<file path="src/trs_pkg.sv">
// constants shared by the node status flag block and its helpers
// assumes one 250 MHz clock and a synchronous active-high reset
// How it works
// - status bit 7 sets when a packet lands in the enabled page; receiver stops
// - no packet is accepted before a receive-enable command
// - receive-enable command clears the receiver-inhibited bit
// - inhibited, reconfig and transmitter-available bits interrupt when their mask is set
// - status bits 6 and 5 have no meaning
// - reset indication sets on hardware or software reset or node id zero
// - only the flag-clearing command clears reset indication
// - status bit 3 is a test bit reading zero normally
// - reconfiguration bit sets when the line idle timer expires
// - flag-clearing command clears the reconfiguration bit
// - transmit-acknowledged sets when the transmitted packet is acknowledged
// - broadcast packets never set transmit-acknowledged
// - transmit-enable command clears transmit-acknowledged
// - transmitter-available sets when transmit ends or transmitter is disabled
// - transmit-enable command clears transmitter-available
// - diagnostic bit 7 sets when the token reception timer expires
// - diagnostic bit 5 sets on a data transition of the receive pin
// - diagnostic bit 4 sets when another node's token is seen
// - diagnostic bits 6 and 3..0 have no meaning
// - defined diagnostic bits clear on diagnostic read and on any reset
// - status reads 1xx1 0001 after any reset
// - interrupt is the OR of the three masked status bits
// - flag-clearing code 000r p110: p clears reset indication, r reconfig
`default_nettype none

package trs_pkg;
  localparam int unsigned DATA_W = 8;
  localparam int unsigned ADDR_W = 4;
  localparam int unsigned PAGE_W = 2;

  // i/o offsets
  localparam logic [ADDR_W-1:0] OFS_STATUS_MASK = 4'h0;
  localparam logic [ADDR_W-1:0] OFS_DIAG_CMD    = 4'h1;
  localparam logic [ADDR_W-1:0] OFS_NODE_ID     = 4'h5;
  localparam logic [ADDR_W-1:0] OFS_RESET_LO    = 4'h8;
  localparam logic [ADDR_W-1:0] OFS_RESET_HI    = 4'hB;

  // status bit positions
  localparam int unsigned ST_RI    = 7;
  localparam int unsigned ST_POR   = 4;
  localparam int unsigned ST_RECONFIGURATION_FLAG = 2;
  localparam int unsigned ST_TMA   = 1;
  localparam int unsigned ST_TA    = 0;
  // diagnostic bit positions
  localparam int unsigned DG_SELF_CAUSED_RECONFIG = 7;
  localparam int unsigned DG_RECEIVE_ACTIVITY  = 5;
  localparam int unsigned DG_TOKEN   = 4;

  localparam logic [DATA_W-1:0] STATUS_RST = 8'h91;
  localparam logic [DATA_W-1:0] STATUS_DEF = 8'h97;
  localparam logic [DATA_W-1:0] MASK_RST   = 8'h00;
  localparam logic [DATA_W-1:0] MASK_DEF   = 8'h85;
  localparam logic [DATA_W-1:0] DIAG_RST   = 8'h00;
  localparam logic [DATA_W-1:0] DIAG_DEF   = 8'hB0;
  localparam logic [DATA_W-1:0] NODE_ID_RST = 8'h00;
  localparam logic [DATA_W-1:0] NODE_ID_ZERO = 8'h00;
  localparam logic [DATA_W-1:0] ZERO_BYTE  = 8'h00;

  // command encodings
  localparam logic [DATA_W-1:0] CMD_DIS_TX  = 8'h01;
  localparam logic [DATA_W-1:0] CMD_DIS_RX  = 8'h02;
  localparam logic [2:0]        OP_EN_TX    = 3'h3;
  localparam logic [2:0]        OP_EN_RX    = 3'h4;
  localparam logic [2:0]        OP_DEF_CFG  = 3'h5;
  localparam logic [2:0]        OP_CLR_FLG  = 3'h6;
  localparam int unsigned CMD_PAGE_LSB  = 3;
  localparam int unsigned CMD_BCAST_BIT = 7;
  localparam int unsigned CMD_LONG_BIT  = 3;
  localparam int unsigned CMD_POR_BIT   = 3;
  localparam int unsigned CMD_RECONFIGURATION_FLAG_BIT = 4;

  typedef enum logic [1:0] {
    TRS_TX_IDLE,
    TRS_TX_ARMED,
    TRS_TX_SENDING
  } trs_tx_state_t;
endpackage
`default_nettype wire

</file>
<file path="src/trs_cmd_if.sv">
// decoded command pulses from the command decoder to the flag core
// assumes all signals are on the single device clock
`timescale 1ns/1ps
`default_nettype none
interface trs_cmd_if;
  logic                       dis_tx;
  logic                       dis_rx;
  logic                       en_tx;
  logic                       en_rx;
  logic                       def_cfg;
  logic                       clr_flags;
  logic [trs_pkg::PAGE_W-1:0] page;
  logic                       bcast;
  logic                       long_pkt;
  logic                       clr_por;
  logic                       clr_reconfiguration_flag;
  modport dec  (output dis_tx, dis_rx, en_tx, en_rx, def_cfg, clr_flags, page, bcast,
                long_pkt, clr_por, clr_reconfiguration_flag);
  modport core (input dis_tx, dis_rx, en_tx, en_rx, def_cfg, clr_flags, page, bcast,
                long_pkt, clr_por, clr_reconfiguration_flag);
endinterface
`default_nettype wire

</file>
<file path="src/trs_cmd_decode.sv">
// command decoder: turns a command-location write into one-cycle pulses
// assumes the write strobe is already qualified by address
`timescale 1ns/1ps
`default_nettype none
module trs_cmd_decode (
  input  wire logic                       i_cmd_we,
  input  wire logic [trs_pkg::DATA_W-1:0] i_cmd_data,
  trs_cmd_if.dec                          cmd
);
  logic [2:0] op;
  logic       hi_zero;

  always_comb
  begin
    op            = i_cmd_data[2:0];
    hi_zero       = (i_cmd_data[7:5] == 3'h0);
    // codes outside the set are ignored; the host must not send them
    cmd.dis_tx    = i_cmd_we && (i_cmd_data == trs_pkg::CMD_DIS_TX);
    cmd.dis_rx    = i_cmd_we && (i_cmd_data == trs_pkg::CMD_DIS_RX);
    cmd.en_tx     = i_cmd_we && hi_zero && (op == trs_pkg::OP_EN_TX);
    cmd.en_rx     = i_cmd_we && (i_cmd_data[6:5] == 2'h0) && (op == trs_pkg::OP_EN_RX);
    cmd.def_cfg   = i_cmd_we && (i_cmd_data[7:4] == 4'h0) && (op == trs_pkg::OP_DEF_CFG);
    cmd.clr_flags = i_cmd_we && hi_zero && (op == trs_pkg::OP_CLR_FLG);
    cmd.page      = i_cmd_data[trs_pkg::CMD_PAGE_LSB +: trs_pkg::PAGE_W];
    cmd.bcast     = i_cmd_data[trs_pkg::CMD_BCAST_BIT];
    cmd.long_pkt  = i_cmd_data[trs_pkg::CMD_LONG_BIT];
    cmd.clr_por   = cmd.clr_flags && i_cmd_data[trs_pkg::CMD_POR_BIT];
    cmd.clr_reconfiguration_flag = cmd.clr_flags && i_cmd_data[trs_pkg::CMD_RECONFIGURATION_FLAG_BIT];
  end
endmodule // trs_cmd_decode
`default_nettype wire

</file>
<file path="src/trs_node_status.sv">
// node status and diagnostic flags with command side effects and interrupt
// assumes transmit/receive engines and timers on the same clock give pulses
`timescale 1ns/1ps
`default_nettype none
module trs_node_status (
  input  wire logic                        i_mclk,
  input  wire logic                        i_sys_rst,
  input  wire logic [trs_pkg::ADDR_W-1:0]  i_io_addr,
  input  wire logic [trs_pkg::DATA_W-1:0]  i_io_wdata,
  input  wire logic                        i_io_wr,
  input  wire logic                        i_io_rd,
  output logic      [trs_pkg::DATA_W-1:0]  o_io_rdata,
  input  wire logic                        i_line_receive_input,
  input  wire logic                        i_token_rx,
  input  wire logic                        i_rx_busy,
  input  wire logic                        i_rx_packet_stored,
  input  wire logic                        i_line_idle_timeout,
  input  wire logic                        i_tx_done,
  input  wire logic                        i_tx_acked,
  input  wire logic                        i_tx_broadcast,
  input  wire logic                        i_token_timer_expired,
  input  wire logic                        i_other_token_seen,
  output logic                             o_host_interrupt,
  output logic                             o_rx_enable,
  output logic      [trs_pkg::PAGE_W-1:0]  o_rx_page,
  output logic                             o_rx_broadcast,
  output logic                             o_tx_start,
  output logic      [trs_pkg::PAGE_W-1:0]  o_tx_page,
  output logic                             o_long_packets,
  output logic      [trs_pkg::DATA_W-1:0]  o_node_id
);
  trs_cmd_if cmd ();

  logic wr_mask;
  logic cmd_we;
  logic wr_nid;
  logic sw_rst;
  logic rd_diag;
  logic rx_transition;
  logic rx_stored;

  logic [trs_pkg::DATA_W-1:0] st_q, st_d;
  logic [trs_pkg::DATA_W-1:0] mask_q, mask_d;
  logic [trs_pkg::DATA_W-1:0] dg_q, dg_d;
  logic [trs_pkg::DATA_W-1:0] nid_q, nid_d;
  logic [trs_pkg::DATA_W-1:0] rdata_q, rdata_d;
  logic                       irq_q, irq_d;
  logic                       rx_en_q, rx_en_d;
  logic                       rx_dis_pend_q, rx_dis_pend_d;
  logic [trs_pkg::PAGE_W-1:0] rx_page_q, rx_page_d;
  logic                       rx_bcast_q, rx_bcast_d;
  logic                       long_q, long_d;
  trs_pkg::trs_tx_state_t     tx_state_q, tx_state_d;
  logic                       tx_dis_pend_q, tx_dis_pend_d;
  logic [trs_pkg::PAGE_W-1:0] tx_page_q, tx_page_d;
  logic                       tx_start_q, tx_start_d;

  trs_cmd_decode u_cmd_decode (
    .i_cmd_we   (cmd_we),
    .i_cmd_data (i_io_wdata),
    .cmd        (cmd.dec)
  );

  trs_rx_activity u_rx_activity (
    .i_mclk               (i_mclk),
    .i_sys_rst            (i_sys_rst),
    .i_line_receive_input (i_line_receive_input),
    .o_transition         (rx_transition)
  );

  // address decode
  always_comb
  begin
    wr_mask = 1'b0;
    cmd_we  = 1'b0;
    wr_nid  = 1'b0;
    sw_rst  = 1'b0;
    rd_diag = i_io_rd && (i_io_addr == trs_pkg::OFS_DIAG_CMD);
    if (!i_io_wr)
    begin
      wr_mask = 1'b0;
    end
    else if (i_io_addr == trs_pkg::OFS_STATUS_MASK)
    begin
      wr_mask = 1'b1;
    end
    else if (i_io_addr == trs_pkg::OFS_DIAG_CMD)
    begin
      cmd_we = 1'b1;
    end
    else if (i_io_addr == trs_pkg::OFS_NODE_ID)
    begin
      wr_nid = 1'b1;
    end
    else if ((i_io_addr >= trs_pkg::OFS_RESET_LO) && (i_io_addr <= trs_pkg::OFS_RESET_HI))
    begin
      sw_rst = 1'b1;
    end
  end

  // a packet only counts while the receiver is enabled
  assign rx_stored = i_rx_packet_stored && rx_en_q;

  // status, receive and transmit control; clears first so sets win, but transmit-enable clears TA and TMA after their sets
  always_comb
  begin
    st_d          = st_q;
    mask_d        = mask_q;
    nid_d         = nid_q;
    rx_en_d       = rx_en_q;
    rx_dis_pend_d = rx_dis_pend_q;
    rx_page_d     = rx_page_q;
    rx_bcast_d    = rx_bcast_q;
    long_d        = long_q;
    tx_state_d    = tx_state_q;
    tx_dis_pend_d = tx_dis_pend_q;
    tx_page_d     = tx_page_q;
    tx_start_d    = 1'b0;

    if (wr_mask)
    begin
      mask_d = i_io_wdata & trs_pkg::MASK_DEF;
    end
    if (wr_nid)
    begin
      nid_d = i_io_wdata;
    end
    if (cmd.def_cfg)
    begin
      long_d = cmd.long_pkt;
    end
    // receive side
    if (cmd.en_rx)
    begin
      st_d[trs_pkg::ST_RI] = 1'b0;
      rx_en_d              = 1'b1;
      rx_dis_pend_d        = 1'b0;
      rx_page_d            = cmd.page;
      rx_bcast_d           = cmd.bcast;
    end
    if (cmd.dis_rx && rx_en_q)
    begin
      rx_dis_pend_d = 1'b1;
    end
    // a reception already underway runs to its end
    if (rx_dis_pend_q && i_token_rx && !i_rx_busy)
    begin
      st_d[trs_pkg::ST_RI] = 1'b1;
      rx_en_d              = 1'b0;
      rx_dis_pend_d        = 1'b0;
    end
    if (rx_stored)
    begin
      st_d[trs_pkg::ST_RI] = 1'b1;
      rx_en_d              = 1'b0;
      rx_dis_pend_d        = 1'b0;
    end
    // transmit side
    case (tx_state_q)
      trs_pkg::TRS_TX_ARMED:
      begin
        if (cmd.dis_tx)
        begin
          tx_state_d = trs_pkg::TRS_TX_IDLE;
        end
        else if (i_token_rx)
        begin
          tx_state_d = trs_pkg::TRS_TX_SENDING;
          tx_start_d = 1'b1;
        end
      end
      trs_pkg::TRS_TX_SENDING:
      begin
        if (i_tx_acked && !i_tx_broadcast)
        begin
          st_d[trs_pkg::ST_TMA] = 1'b1;
        end
        if (i_tx_done)
        begin
          st_d[trs_pkg::ST_TA] = 1'b1;
          tx_state_d           = trs_pkg::TRS_TX_IDLE;
        end
      end
      default:
      begin
        tx_state_d = trs_pkg::TRS_TX_IDLE;
      end
    endcase
    if (cmd.dis_tx)
    begin
      tx_dis_pend_d = 1'b1;
    end
    // disable takes effect at the next token
    if (tx_dis_pend_q && i_token_rx)
    begin
      st_d[trs_pkg::ST_TA] = 1'b1;
      tx_dis_pend_d        = 1'b0;
    end
    if (cmd.en_tx)
    begin
      st_d[trs_pkg::ST_TA]  = 1'b0;
      st_d[trs_pkg::ST_TMA] = 1'b0;
      tx_state_d            = trs_pkg::TRS_TX_ARMED;
      tx_page_d             = cmd.page;
      tx_dis_pend_d         = 1'b0;
    end
    // flag clearing, then network events
    if (cmd.clr_por)
    begin
      st_d[trs_pkg::ST_POR] = 1'b0;
    end
    if (cmd.clr_reconfiguration_flag)
    begin
      st_d[trs_pkg::ST_RECONFIGURATION_FLAG] = 1'b0;
    end
    if (i_line_idle_timeout)
    begin
      st_d[trs_pkg::ST_RECONFIGURATION_FLAG] = 1'b1;
    end
    if (wr_nid && (i_io_wdata == trs_pkg::NODE_ID_ZERO))
    begin
      st_d[trs_pkg::ST_POR] = 1'b1;
    end

    // software reset restores status, mask, diagnostic and control state, but not node id, pages, receive broadcast or long-packet mode
    if (sw_rst)
    begin
      st_d          = trs_pkg::STATUS_RST;
      mask_d        = trs_pkg::MASK_RST;
      rx_en_d       = 1'b0;
      rx_dis_pend_d = 1'b0;
      tx_state_d    = trs_pkg::TRS_TX_IDLE;
      tx_dis_pend_d = 1'b0;
      tx_start_d    = 1'b0;
    end
    // undefined and test bits are never stored, so they read zero
    st_d  = st_d & trs_pkg::STATUS_DEF;
    irq_d = |(st_d & mask_d & trs_pkg::MASK_DEF);
  end

  // diagnostic flags and read data
  always_comb
  begin
    dg_d    = dg_q;
    rdata_d = rdata_q;
    if (rd_diag || sw_rst)
    begin
      dg_d = trs_pkg::DIAG_RST;
    end
    // events after the clear so a same-cycle event survives the read
    if (i_token_timer_expired)
    begin
      dg_d[trs_pkg::DG_SELF_CAUSED_RECONFIG] = 1'b1;
    end
    if (rx_transition)
    begin
      dg_d[trs_pkg::DG_RECEIVE_ACTIVITY] = 1'b1;
    end
    if (i_other_token_seen)
    begin
      dg_d[trs_pkg::DG_TOKEN] = 1'b1;
    end
    if (sw_rst)
    begin
      dg_d = trs_pkg::DIAG_RST;
    end
    dg_d = dg_d & trs_pkg::DIAG_DEF;
    if (i_io_rd)
    begin
      if (i_io_addr == trs_pkg::OFS_STATUS_MASK)
      begin
        rdata_d = st_q;
      end
      else if (i_io_addr == trs_pkg::OFS_DIAG_CMD)
      begin
        rdata_d = dg_q;
      end
      else if (i_io_addr == trs_pkg::OFS_NODE_ID)
      begin
        rdata_d = nid_q;
      end
      else
      begin
        rdata_d = trs_pkg::ZERO_BYTE;
      end
    end
  end

  always_ff @(posedge i_mclk)
  begin
    if (i_sys_rst)
    begin
      st_q          <= trs_pkg::STATUS_RST;
      mask_q        <= trs_pkg::MASK_RST;
      dg_q          <= trs_pkg::DIAG_RST;
      nid_q         <= trs_pkg::NODE_ID_RST;
      rdata_q       <= trs_pkg::ZERO_BYTE;
      irq_q         <= 1'b0;
      rx_en_q       <= 1'b0;
      rx_dis_pend_q <= 1'b0;
      rx_page_q     <= '0;
      rx_bcast_q    <= 1'b0;
      long_q        <= 1'b0;
      tx_state_q    <= trs_pkg::TRS_TX_IDLE;
      tx_dis_pend_q <= 1'b0;
      tx_page_q     <= '0;
      tx_start_q    <= 1'b0;
    end
    else
    begin
      st_q          <= st_d;
      mask_q        <= mask_d;
      dg_q          <= dg_d;
      nid_q         <= nid_d;
      rdata_q       <= rdata_d;
      irq_q         <= irq_d;
      rx_en_q       <= rx_en_d;
      rx_dis_pend_q <= rx_dis_pend_d;
      rx_page_q     <= rx_page_d;
      rx_bcast_q    <= rx_bcast_d;
      long_q        <= long_d;
      tx_state_q    <= tx_state_d;
      tx_dis_pend_q <= tx_dis_pend_d;
      tx_page_q     <= tx_page_d;
      tx_start_q    <= tx_start_d;
    end
  end

  assign o_io_rdata       = rdata_q;
  assign o_host_interrupt = irq_q;
  assign o_rx_enable      = rx_en_q;
  assign o_rx_page        = rx_page_q;
  assign o_rx_broadcast   = rx_bcast_q;
  assign o_tx_start       = tx_start_q;
  assign o_tx_page        = tx_page_q;
  assign o_long_packets   = long_q;
  assign o_node_id        = nid_q;
endmodule // trs_node_status
`default_nettype wire

</file>
<file path="src/trs_rx_activity.sv">
// receive pin synchroniser with transition detector
// assumes the pin is asynchronous to the device clock
`timescale 1ns/1ps
`default_nettype none
module trs_rx_activity (
  input  wire logic i_mclk,
  input  wire logic i_sys_rst,
  input  wire logic i_line_receive_input,
  output logic      o_transition
);
  logic [2:0] sync_q;
  logic [2:0] sync_d;
  logic       level_q;
  logic       level_d;

  always_comb
  begin
    sync_d       = {sync_q[1:0], i_line_receive_input};
    level_d      = level_q;
    o_transition = 1'b0;
    // first stage stays unread so metastability cannot leak
    if ((sync_q[1] == sync_q[2]) && (sync_q[2] != level_q))
    begin
      level_d      = sync_q[2];
      o_transition = 1'b1;
    end
  end

  always_ff @(posedge i_mclk)
  begin
    if (i_sys_rst)
    begin
      sync_q  <= 3'h0;
      level_q <= 1'b0;
    end
    else
    begin
      sync_q  <= sync_d;
      level_q <= level_d;
    end
  end
endmodule // trs_rx_activity
`default_nettype wire
</file>
<file path="config.mk">
export PLATFORM = sky130hd
export DESIGN_NAME = trs_node_status
export DESIGN_NICKNAME = d
export VERILOG_FILES = /design/src/trs_pkg.sv /design/src/trs_cmd_if.sv /design/src/trs_cmd_decode.sv /design/src/trs_node_status.sv /design/src/trs_rx_activity.sv
export SDC_FILE = /design/constraint.sdc
export NUM_CORES = 1
export LEC_CHECK = 0
export BUFFER_PORTS_ARGS = -buffer_cell sky130_fd_sc_hd__buf_2
export CAP_MARGIN = 20
export CORE_AREA = 2 2 61 63
export CTS_CLUSTER_DIAMETER = 50
export DETAILED_ROUTE_END_ITERATION = 7
export DIE_AREA = 0 0 63 65
export PLACE_DENSITY = 0.91
export SLEW_MARGIN = 0
export SYNTH_ARGS = -nofsm -noshare
export SYNTH_HDL_FRONTEND = slang
export SYNTH_SLANG_ARGS = --single-unit
</file>
<file path="constraint.sdc">
create_clock -name i_mclk -period 2.6 [get_ports i_mclk]
set_clock_uncertainty 0.15 [all_clocks]
set_input_delay 0.13 -clock i_mclk [delete_from_list [all_inputs] [get_ports i_mclk]]
set_output_delay 0.13 -clock i_mclk [all_outputs]
set_load 0.005 [all_outputs]
</file>
Word level (Yosys, flattened, before mapping):

Cells that the tools add are included.

* order comparisons: 2
* equal/unequal tests: 16
* multiplexer cells: 45
* bitwise logic cells: 2
* reduce and logical (&&, ||, !) cells: 41

Operators by type and width (count)
* $mux W8: 7
* $mux W1: 32
* $logic_and A1 B1 Y1: 21
* $reduce_or A4 Y1: 3
* $mux W2: 5
* $eq A3 B3 Y1 const B: 3
* $and A8 B8 Y8: 1
* $eq A8 B1 Y1 const B: 1
* $eq A8 B2 Y1 const B: 1
* $logic_not A4 Y1: 2
* $logic_not A8 Y1: 1
* $reduce_bool A2 Y1: 4
* $ne A3 B3 Y1 const B: 2
* $reduce_or A3 Y1: 2
* $eq A4 B1 Y1 const B: 1
* $eq A4 B3 Y1 const B: 1
* $ge A4 B4 Y1 const B: 1
* $le A4 B4 Y1 const B: 1
* $ne A4 B4 Y1 const B: 1
* $pmux W2 S2: 1
* $reduce_and A2 Y1: 2
* $eq A3 B2 Y1 const B: 1
* $logic_not A3 Y1: 1
* $eq A2 B1 Y1 const B: 1
* 9 further kinds: 10

* bits in registers: 57
* input bits: 26
* output and inout bits: 25
* word-level logic and storage cells: 128

Depth between registers and ports, before layout:

Gate-level depths: netlist (run 1).

* depth after elaboration: 12
* mapped depth: 6
* gate-level depth less buffers: 5

By module:

Synthesis (run 1) repeated with hierarchy kept, for this count alone.

* cell total of the unflattened synthesis: 220
* area total of the unflattened synthesis: 1953.1 um2

By module, submodules not included
* trs_node_status: times used 1, cells each 186, area each 1692.9 um2, sequential area each 800.8 um2
* trs_cmd_decode: times used 1, cells each 22, area each 133.9 um2, sequential area each 0.0 um2
* trs_rx_activity: times used 1, cells each 12, area each 126.4 um2, sequential area each 80.1 um2

Worst setup path after synthesis (run 1):

Ideal clock, no wire load.

* kind: input-to-reg
* start point: input port i_io_addr[2] (netlist name)
* end point: register irq_q (netlist: o_host_interrupt)
* library setup time: 120 ps
* data arrival time: 1337 ps
* data required time: 2330 ps
* slack: 994 ps
* stages on the path: 6
* path buffers: 1
* path through: buf_2 > nor2b_1 > and4b_4 > and2_1 > a41oi_1 > a211o_1

* word-level cells in the longest chain between the ends: 12
* elaborated cells between the ends (all ways): 33
* classes of those cells: order compare (2); eq/ne (2); mux (19); bitwise (1); reduce/logical (9)

Ends and longest elaborated chain
* from (decl): RTL line trs_node_status.sv:8 `input wire logic [trs_pkg::ADDR_W-1:0] i_io_addr,`
* $eq A4 B1 Y1: RTL line trs_node_status.sv:87 `else if (i_io_addr == trs_pkg::OFS_DIAG_CMD)`
* $mux W1: RTL line trs_node_status.sv:87
* $mux W1: RTL line trs_node_status.sv:83 `else if (i_io_addr == trs_pkg::OFS_STATUS_MASK)`
* $mux W1: RTL line trs_node_status.sv:79 `if (!i_io_wr)`
* $logic_and A1 B1 Y1 (on tied branches): RTL line trs_cmd_decode.sv:21, trs_cmd_decode.sv:20, trs_cmd_decode.sv:23
* $logic_and A1 B1 Y1 (on tied branches): RTL line trs_cmd_decode.sv:21, trs_cmd_decode.sv:23
* $mux W1 or $logic_and A1 B1 Y1 (tied branches): RTL line trs_node_status.sv:133, trs_cmd_decode.sv:28
* $mux W1 (on tied branches): RTL line trs_node_status.sv:146, trs_node_status.sv:212
* $mux W1 (on tied branches): RTL line trs_node_status.sv:152, trs_node_status.sv:216
* $mux W8: RTL line trs_node_status.sv:226 `if (sw_rst)`
* $and A8 B8 Y8 *: RTL line trs_node_status.sv:238 `irq_d = |(st_d & mask_d & trs_pkg::MASK_DEF);`
* $reduce_or A3 Y1 *: RTL line trs_node_status.sv:238
* to (signal assigned): RTL line trs_node_status.sv:316 `irq_q <= irq_d;`
* to (decl): RTL line trs_node_status.sv:47 `logic irq_q, irq_d;`

Mark *: on every way between the ends. The rest lies on a longest branch, timed or not.
A chain may end at the register's enable or synchronous reset.

Final worst setup path (run 1):

* start point: input port i_io_wdata[5] (netlist name)
* end point: register st_q[2] (netlist name)

* word-level cells in the longest chain between the ends: 7

Ends and longest elaborated chain
* from (decl): RTL line trs_node_status.sv:9 `input wire logic [trs_pkg::DATA_W-1:0] i_io_wdata,`
* $logic_not A3 Y1: RTL line trs_cmd_decode.sv:16 `hi_zero = (i_cmd_data[7:5] == 3'h0);`
* $logic_and A1 B1 Y1 (2 in series): RTL line trs_cmd_decode.sv:23 `cmd.clr_flags = i_cmd_we && hi_zero && (op == trs_pkg::OP_CLR_FLG);`
* $logic_and A1 B1 Y1: RTL line trs_cmd_decode.sv:28 `cmd.clr_reconfiguration_flag = cmd.clr_flags && i_cmd_data[trs_pkg::CMD_RECONFIGURATION_FLAG_BIT];`
* $mux W1: RTL line trs_node_status.sv:212 `if (cmd.clr_reconfiguration_flag)`
* $mux W1: RTL line trs_node_status.sv:216 `if (i_line_idle_timeout)`
* $mux W8: RTL line trs_node_status.sv:226
* to (signal assigned): RTL line trs_node_status.sv:293 `st_q <= trs_pkg::STATUS_RST;`
* to (signal assigned): RTL line trs_node_status.sv:311 `st_q <= st_d;`
* to (decl): RTL line trs_node_status.sv:42 `logic [trs_pkg::DATA_W-1:0] st_q, st_d;`

Every way passes these cells.

==> impl_metrics.yaml, run 1 <==
global_route:
  grt_use_total_pct: 23.6
  antenna_found_initial: 0
  grt_max_degree: 29
  globalRouteOverflowTotal: 0
  grt_pass1_wl_um: 7510
  first_global_vias: 1677
worst_setup_path:
  crit_path_frequent_cell: "dlygate4sd3_1"
  cp_slowest_cell: "dlygate4sd3_1"
  crit_path_max_incr_delay_ns: 0.60
  cp-end-kind: "flip-flop"
  start_kind: "input port"
  worstSetupPathType: "input port to flip-flop"
  cp.arrival_ns: 2.17
  required_ns: 2.71
  path_cells: "dlygate4sd3_1 -> buf_2 -> nor2_1 -> and4b_4 -> and2_1 -> a41oi_1 -> dlygate4sd3_1"
  cp_max_fo: 4
clock_network:
  cts_buffers: 5
  hold_buffers: 26
  clk_pin_slew_ns: 0.12
  root_buffer: "clkbuf_4"
  cts-resized-gates: 0
  clockBufferDepth: 2
  cts_tree: "yes"
  cts_sinks: 44
  h-tree-depth: 2
  cts_setup_buffers: 0
  worstSkewPairLatency_ns: 0.36
hold_path:
  hp-class: "input port to flip-flop"
yosys:
  yosys_warnings: 0
  synthCells: 202
  ys_seq_elements: 44
  syn_area_um2: 1810
  syn_nets: 228
  synth.distinct_cells: 36
  synth_seq_area_share_pct: 48.6
  syn_area_per_cell_um2: 8.97
final_layout:
  n_antenna_cell: 0
  most-common-layout-cells: "50 x buf_2, 44 x dfxtp_1, 26 x dlygate4sd3_1"
  final_common_cell: "buf_2"
  final_nets: 301
  syn_to_final_growth_pct: 32.5
  drive_gt1_share_pct: 23.2
die:
  die-area_um2: 4100
  coreArea_um2: 3500
  ios: 51
  die_y_um: 65
  num_rows: 22
  start_util_pct: 51.8
  die_x_um: 63
power_and_ir_drop:
  power.total_mw: 1.16
  p_leak_nw: 1.03
  ir_drop_mv: 0.493
  power_density_nw_per_um2: 481
routing:
  wire_per_inst_um: 13.7
  first_pass_iters: 4
  drtIter0Drc: 92
  wl_um: 4420
  vias: 1712
  ant_nets: 0
  remaining_drc_errors: 0
  vias_per_cell: 5.28
timing:
  grt_setup_unrepaired: "no"
  finalSetupViolCount: 0
  holdWs_ns: 0.0291
  fin_setup_tns_ns: 0
  tightest_slew_ns: 0.478
  fmax_ghz: 0.484
  finalHoldViolCount: 0
  post-route-period-util_pct: 79.5
  slew_violations: 0
  relSlewSlack_pct: 68.2
  min_period_ns: 2.07
run:
  drv_cap: 0
placed_design:
  port-buffer-count: 50
  hpwlAfterDp_um: 3070
  routabilityCongestion: 0.873
outcome:
  outcome: "completed"
-- stage by stage --
step / utilization (%) / std cells / setup WS, ns / area [um2]
global route: 68.7 / 324 / 0.484 / 2400
floorplan: - / 202 / 0.994 / 1810
finish: 68.7 / 324 / 0.534 / 2400
CTS: 68.7 / 324 / 0.595 / 2400
detailed placement: 59.6 / 290 / 0.741 / 2080
global placement: 59.6 / 290 / 0.795 / 2080
-- worst max-delay path, delay by kind of cell --
kind                   cells  cell delay (ns)
buffers and inverters      3             1.28
AO/OA/AOI/OAI              1             0.18
AND/OR/NAND/NOR            3             0.59
-- routing by layer --
| metal | vias up | GRT usage (%) | wire [um] |
|---|---|---|---|
| li1 | 855 | - | - |
| met1 | 770 | 27.9 | 1840 |
| met2 | 73 | 41.5 | 2170 |
| met3 | 14 | 5.73 | 315 |
| met4 | 0 | 8.89 | 98 |
| met5 | - | 0 | 0 |
-- registers in the layout (all words and copies together) (netlist names) --
register	count
tx_dis_pend_q	1
o_tx_page	2
st_q	5
o_rx_broadcast	1
o_node_id	8
u_rx_activity.level_q	1
u_rx_activity.sync_q	3
mask_q	3
o_long_packets	1
rx_dis_pend_q	1
tx_state_q	2
o_tx_start	1
o_io_rdata	8
o_host_interrupt	1
o_rx_page	2
dg_q	3
o_rx_enable	1
-- cell usage after synthesis (all sizes together) --
cell type	instances	area, um2
dfxtp	44	881
o211ai	2	15.0
nor3b	3	33.8
buf	3	13.8
mux2	2	22.5
a211oi	4	30.0
a211o	2	17.5
nand2	20	75.1
a31oi	1	6.26
inv	5	18.8
or4b	1	10.0
o21ai	6	30.0
and2	3	18.8
a22oi	5	37.5
nand3	13	65.1
or3	1	6.26
mux2i	11	110
and3	1	11.3
nand4	1	6.26
nand2b	5	31.3
or2	1	6.26
a221oi	2	17.5
nor2b	7	43.8
a21o	1	7.51
nand4b	1	15.0
and4b	1	13.8
nor4	2	27.5
nor3	4	20.0
clkbuf	7	26.3
nor2	23	86.3
nor4b	1	8.76
a21oi	18	90.1
a41oi	1	8.76
-- power breakdown --
| group | total [mW] | switching [mW] | internal [mW] |
|---|---|---|---|
| Sequential | 0.693 | 0.00656 | 0.686 |
| Clock | 0.343 | 0.209 | 0.134 |
| Combinational | 0.120 | 0.0635 | 0.0569 |
| Total | 1.16 | 0.279 | 0.877 |
-- final cells by class --
| class | count | area [um2] |
|---|---|---|
| fill | 285 | 1090 |
| inverter | 5 | 18.8 |
| multi-input combinational | 143 | 872 |
| timing repair buffer | 76 | 510 |
| tap | 48 | 60.1 |
| sequential | 44 | 881 |
| clock buffer | 8 | 58.8 |
-- path summary, 6_finish.rpt --
kind | from | end | slack, ns | depth (start not counted)
setup / recovery | i_io_wdata[5] | st_q[2]$_SDFF_PP0_ | 0.53 | 7
hold / removal | i_io_rd | o_io_rdata[3]$_SDFFE_PP0P_ | 0.03 | 3
setup reg to reg | tx_state_q[1]$_SDFFE_PP0P_ | st_q[1]$_SDFF_PP0_ | 1.04 | 4
hold reg to reg | u_rx_activity.sync_q[0]$_SDFF_PP0_ | u_rx_activity.sync_q[1]$_SDFF_PP0_ | 0.30 | 1
-- logic make-up (layout without fill, tap and decap cells) --
group / after synthesis / count (layout) / synth area share [%]
simple gates: 88 / 88 / 26.5
mux: 13 / 13 / 7.32
compound gates: 42 / 42 / 14.4
buf+inv: 15 / 89 / 3.25
flops: 44 / 44 / 48.6
(Power assumes the default switching activity.)
==> inputs of run 2 (changes only) <==
--- a/config.mk
+++ b/config.mk
@@ -7,11 +7,11 @@
 export LEC_CHECK = 0
 export BUFFER_PORTS_ARGS = -buffer_cell sky130_fd_sc_hd__buf_2
 export CAP_MARGIN = 20
-export CORE_AREA = 2 2 61 63
+export CORE_AREA = 2 2 66 68
 export CTS_CLUSTER_DIAMETER = 50
 export DETAILED_ROUTE_END_ITERATION = 7
-export DIE_AREA = 0 0 63 65
-export PLACE_DENSITY = 0.91
+export DIE_AREA = 0 0 68 70
+export PLACE_DENSITY = 0.83
 export SLEW_MARGIN = 0
 export SYNTH_ARGS = -nofsm -noshare
 export SYNTH_HDL_FRONTEND = slang
==> constraint.sdc (replaced) <==
create_clock -name i_mclk -period 1.9 [get_ports i_mclk]
set_clock_uncertainty 0.15 [all_clocks]
set_input_delay 0.095 -clock i_mclk [delete_from_list [all_inputs] [get_ports i_mclk]]
set_output_delay 0.095 -clock i_mclk [all_outputs]
set_load 0.005 [all_outputs]
==> run 2 against run 1 <==
Compared with the run above:
- global-route usage down 2.7 points
- hold slack lost 0.0018 ns
- clock-buffer cell count fell by 1
- clock power up 79%
- register-to-register slack worse by 0.70 ns
- via count decreased by 1.3%
- utilization is 10 points lower
- final area rose by 1.1%
- sequential cell count is the same
- routed wire length up 3.6%
- setup slack got worse by 0.37 ns
- critical path type unchanged
- largest power group unchanged
==> impl_metrics.yaml, run 2 (same netlist as run 1, synthesis figures left out) <==
outcome:
  outcome: "completed"
power_and_ir_drop:
  p_clk_share_pct: 35.4
  power_frac_comb_pct: 10.0
  power_density_nw_per_um2: 715
  p_leak_nw: 1.08
  p_sw_uw: 390
  power.total_mw: 1.74
  swShare_pct: 22.5
  pwr-share-seq_pct: 54.6
  internal_power_mw: 1.35
  ir_drop_mv: 0.439
clock_network:
  cts_sinks: 44
  cts_tree: "yes"
  cts_setup_buffers: 0
  worstSkewPairLatency_ns: 0.29
  root_buffer: "clkbuf_8"
  clockBufferDepth: 2
  cts_buffers: 5
  h-tree-depth: 2
  clk_pin_slew_ns: 0.07
timing:
  fin_setup_tns_ns: 0
  fmax_ghz: 0.575
  post-route-period-util_pct: 91.6
  min_period_ns: 1.74
  slew_violations: 0
  relSlewSlack_pct: 76.7
  finalHoldViolCount: 0
  finalSetupViolCount: 0
  finalWorstSetupSlack_ns: 0.160
  tightest_slew_ns: 0.346
  grt_setup_unrepaired: "no"
final_layout:
  final_common_cell: "buf_2"
  drive_gt1_share_pct: 27.2
  most-common-layout-cells: "50 x buf_2, 44 x dfxtp_1, 23 x nor2_1"
  n_antenna_cell: 0
  n_fill_cell: 385
  regArea_um2: 881
  final_nets: 302
  final_core_util_pct: 58.6
  multi_input_area_um2: 872
  fin_area_um2: 2430
  syn_to_final_growth_pct: 34.0
worst_setup_path:
  cp-end-kind: "flip-flop"
  start_kind: "input port"
  worstSetupPathType: "input port to flip-flop"
  reg2reg_to: "st_q[1]$_SDFF_PP0_"
  reg2reg_from: "tx_state_q[1]$_SDFFE_PP0P_"
  cp_max_fo: 5
  cp.arrival_ns: 1.77
  required_ns: 1.93
  r2r_cells: 4
  r2r_setup_slack_ns: 0.34
global_route:
  grt_use_met3_pct: 4.99
  antenna_found_initial: 0
  globalRouteOverflowTotal: 0
  grt_pass1_wl_um: 7570
  grt_use_total_pct: 21.0
  grt_busiest_layer: "met2"
  met1_usage_pct: 27.2
  first_global_vias: 1675
  met2_usage_pct: 34.2
  grt_max_degree: 27
run:
  drv_cap: 0
die:
  ios: 51
  die_y_um: 70
  die-area_um2: 4760
  start_util_pct: 43.7
  die_x_um: 68
  coreArea_um2: 4140
  num_rows: 24
placed_design:
  port-buffer-count: 50
  hpwlAfterDp_um: 3390
  routabilityCongestion: 0.845
  place_ws_ns: 0.170
  post_dp_cell_area_um2: 2160
hold_path:
  hp-class: "input port to flip-flop"
  hp-start: "i_rx_packet_stored"
  holdPathEnd: "rx_dis_pend_q$_SDFFE_PP0P_"
  hold_depth: 4
routing:
  remaining_drc_errors: 0
  ant_nets: 0
  drtIter0Drc: 63
  vias_per_cell: 5.15
  wire_per_inst_um: 14.0
  vias: 1690
  wl_um: 4580
  first_pass_iters: 6
-- run 2: changes by cell type in the layout (fill, tap and decap cells not counted) --
| cell | change |
|---|---|
| clkbuf_4 | -5 |
| clkbuf_8 | +6 |
| clkbuf_1 | -2 |
| dlygate4sd3_1 | -9 |
| buf_4 | +10 |
-- run 2: area by class of cell --
class	count	area share, %
inverters	5	0.773
flip-flops and latches	44	36.3
well taps	52	2.68
multi-input cells	143	35.9
clock buffers	7	3.97
repair buffers	77	20.4
-- run 2: how the worst max path moves through the flow --
stage | startpoint | slack (ns) | end
final | i_io_wdata[1] | 0.16 | o_host_interrupt$_SDFF_PP0_
after floorplan | i_io_addr[2] | 0.33 | o_host_interrupt$_SDFF_PP0_
after global routing | i_io_wdata[2] | 0.05 | o_host_interrupt$_SDFF_PP0_
after detailed placement | i_io_addr[3] | 0.17 | o_host_interrupt$_SDFF_PP0_
after global placement | i_io_addr[3] | 0.22 | o_host_interrupt$_SDFF_PP0_
after CTS | i_io_wdata[7] | 0.17 | o_host_interrupt$_SDFF_PP0_
-- run 2: power by group through the flow --
stage / registers (mW) / logic [mW] / clock network (mW)
floorplan: 0.968 / 0.0701 / 0
global placement: 0.969 / 0.146 / 0
detailed placement: 0.970 / 0.148 / 0
CTS: 0.948 / 0.173 / 0.630
global route: 0.950 / 0.192 / 0.671
finish: 0.948 / 0.174 / 0.614
-- run 2: per-layer routing --
layer / wire length [um] / share of wire, %
met1: 2030 / 44
met2: 2290 / 50
met3: 215 / 4.7
met4: 56 / 1.2
met5: 0 / 0
-- run 2: worst max-delay path: stages --
cell           delay (ns)
dlygate4sd3_1        0.54
buf_2                0.16
nor3_1               0.26
nand4_1              0.16
a21oi_1              0.21
nor3_1               0.08
a211o_1              0.27
-- run 2: timing repair --
action,in CTS,in global routing
endpoints found under the hold margin,20,0
hold buffers,17,0
gates resized for setup,0,0
-- run 2: metrics by stage --
stage	hold WS, ns	std cells
finish	0.0273	328
global route	0.0360	328
CTS	0.0214	328
detailed placement	0.167	304
global placement	0.160	304
floorplan	0.0624	202
==> inputs of run 3 (changes only) <==
--- a/config.mk
+++ b/config.mk
@@ -5,13 +5,14 @@
 export SDC_FILE = /design/constraint.sdc
 export NUM_CORES = 1
 export LEC_CHECK = 0
+export ABC_AREA = 1
 export BUFFER_PORTS_ARGS = -buffer_cell sky130_fd_sc_hd__buf_2
 export CAP_MARGIN = 20
-export CORE_AREA = 2 2 66 68
+export CORE_AREA = 2 2 68 70
 export CTS_CLUSTER_DIAMETER = 50
 export DETAILED_ROUTE_END_ITERATION = 7
-export DIE_AREA = 0 0 68 70
-export PLACE_DENSITY = 0.83
+export DIE_AREA = 0 0 70 72
+export PLACE_DENSITY = 0.82
 export SLEW_MARGIN = 0
 export SYNTH_ARGS = -nofsm -noshare
 export SYNTH_HDL_FRONTEND = slang
==> run 3 against run 2 <==
Compared with the run above:
- utilization fell by 1.1 points
- hold slack got worse by 0.021 ns
- global-route usage fell by 1.2 points
- power fell by 1.6%
- routed wire length rose by 1.8%
- critical path type unchanged
- clock-buffer cell count fell by 2
==> impl_metrics.yaml, run 3 <==
outcome:
  outcome: "completed"
final_layout:
  final_nets: 356
  n_antenna_cell: 0
  final_common_cell: "nand2_1"
  drive_gt1_share_pct: 23.9
  most-common-layout-cells: "57 x nand2_1, 50 x buf_2, 44 x dfxtp_1"
  syn_to_final_growth_pct: 29.1
routing:
  ant_nets: 0
  wire_per_inst_um: 12.2
  wl_um: 4670
  drtIter0Drc: 102
  vias: 1908
  vias_per_cell: 4.98
  remaining_drc_errors: 0
  first_pass_iters: 5
placed_design:
  hpwlAfterDp_um: 3610
  routabilityCongestion: 0.894
  port-buffer-count: 50
clock_network:
  clk_pin_slew_ns: 0.08
  worstSkewPairLatency_ns: 0.30
  cts_sinks: 44
  root_buffer: "clkbuf_8"
  clockBufferDepth: 2
  h-tree-depth: 2
  cts_tree: "yes"
  cts_buffers: 5
timing:
  tightest_slew_ns: 0.403
  grt_setup_unrepaired: "no"
  slew_violations: 0
  post-route-period-util_pct: 90.4
  finalSetupViolCount: 0
  finalHoldViolCount: 0
  fin_setup_tns_ns: 0
  relSlewSlack_pct: 72.9
  min_period_ns: 1.72
  fmax_ghz: 0.582
power_and_ir_drop:
  power_density_nw_per_um2: 697
  ir_drop_mv: 0.422
  p_leak_nw: 1.16
  power.total_mw: 1.71
yosys:
  synth_edf_count: 0
  synthFlopType: "dfxtp_1"
  yosys.area.top_type_share_pct: 46.4
  synth.top_cells.by_area: "dfxtp_1 46%, nand2_1 11%, a21oi_1 7.1%"
  ys_top_cells_by_count: "57 x nand2_1, 44 x dfxtp_1, 35 x inv_1, 27 x a21oi_1, 24 x nor2_1"
  synth.distinct_cells: 27
  synth_top_area_cell: "dfxtp_1"
  synth_most_common_cell: "nand2_1"
  syn_area_per_cell_um2: 7.31
  ys_seq_elements: 44
  syn_nets: 286
  synthArstFlopShare_pct: 0
  syn_area_um2: 1900
  synthCells: 260
  synth_seq_area_share_pct: 46.4
  yosys_warnings: 0
worst_setup_path:
  crit_family: "simple AND/OR/NAND/NOR gates"
  r2r_cells: 8
  required_ns: 1.95
  worstSetupPathType: "input port to flip-flop"
  crit_path_max_incr_delay_ns: 0.54
  reg2reg_from: "tx_state_q[1]$_SDFFE_PP0P_"
  cp.arrival_ns: 1.77
  crit_path_frequent_cell: "nand2_1"
  cp-end-kind: "flip-flop"
  start_kind: "input port"
  path_cells: "dlygate4sd3_1 -> buf_2 -> inv_1 -> nand2_1 -> nor2_1 -> nand3_2 -> nand2_1 -> a21oi_1 -> nor2_1 -> nand2_1"
  crit_start: "i_io_wdata[0]"
  cp_slowest_cell: "dlygate4sd3_1"
  cp.depth: 10
  cp_max_fo: 6
  path_buf_inv: 3
global_route:
  grt_pass1_wl_um: 7760
  grt_use_total_pct: 19.7
  globalRouteOverflowTotal: 0
  first_global_vias: 1797
  antenna_found_initial: 0
  grt_max_degree: 18
die:
  die_y_um: 72
  ios: 51
  num_rows: 24
  start_util_pct: 44.5
  die-area_um2: 5040
  coreArea_um2: 4260
  die_x_um: 70
run:
  drv_cap: 0
hold_path:
  hp-class: "input port to flip-flop"
  hp-start: "i_io_wdata[2]"
  hold_depth: 3
[run 3: changes by cell type after synthesis, moves of 4 or more]
cell | previous run | this run
nand3_1 | 13 | 22
inv_1 | 5 | 35
nand4_1 | 1 | 6
mux2i_1 | 11 | 0
nand2b_1 | 5 | 0
a22oi_1 | 5 | 0
a31oi_1 | 1 | 5
a211oi_1 | 4 | 0
nor2b_1 | 7 | 0
a21oi_1 | 18 | 27
nand2_1 | 20 | 57
[run 3: cell type report]
class	count	area, um2
fill	418	1810
clock buffer	5	68.8
clock inverter	3	18.8
inverter	37	140
tap	52	65.1
multi-input combinational	173	845
timing repair buffer	69	433
sequential	44	881
[run 3: worst reg2reg max path, stage by stage (launching register included)]
cell and delay (ns):
dfxtp_1 0.33, inv_1 0.04, nor2_1 0.17, a21oi_1 0.10
nand2_1 0.06, nand2_1 0.06, nor2_1 0.11, nor2_1 0.05
nand2_1 0.05
[run 3: routing by layer]
| metal | GRT usage [%] | vias to the layer above | part of all wire [%] |
|---|---|---|---|
| li1 | - | 986 | - |
| met1 | 24.4 | 844 | 44 |
| met2 | 32.4 | 71 | 46 |
| met3 | 6.11 | 7 | 8.6 |
| met4 | 7.69 | 0 | 1.9 |
| met5 | 0 | - | 0 |
[run 3: cell families after synthesis]
group	synth area share, %
DFF	46.4
buffers and inverters	9.16
and+or+nand+nor	30.3
AOI/OAI and AO/OA	14.2
[run 3: worst paths after layout]
| check | to | slack (ns) |
|---|---|---|
| worst max-delay path | o_host_interrupt$_SDFF_PP0_ | 0.18 |
| worst min-delay path | o_node_id[2]$_SDFFE_PP0P_ | 0.006 |
| worst max register to register | o_host_interrupt$_SDFF_PP0_ | 0.73 |
| worst min register to register | u_rx_activity.sync_q[1]$_SDFF_PP0_ | 0.27 |
[run 3: timing repair]
action,CTS,global route
hold endpoints to repair,31,0
buffers inserted,0,0
hold buffers,16,0
gates resized for setup,0,0
[run 3: where the power goes]
part	switching, mW	internal [mW]	leakage [nW]
clock	0.320	0.256	0.0479
sequential	0.00998	0.941	0.357
combinational	0.104	0.0776	0.751
[run 3: per-stage QoR]
stage          worst slack (ns)  util (%)  cell area (um2)  instances  hold WS, ns
6_report                  0.183      57.5             2450        383      0.00606
5_1_grt                  0.0602      57.5             2450        383       0.0242
4_1_cts                   0.214      57.5             2450        383      0.00361
3_5_place_dp              0.362      51.7             2200        359        0.163
3_3_place_gp              0.433      51.7             2200        359        0.152
2_1_floorplan             0.696         -             1900        260       0.0520
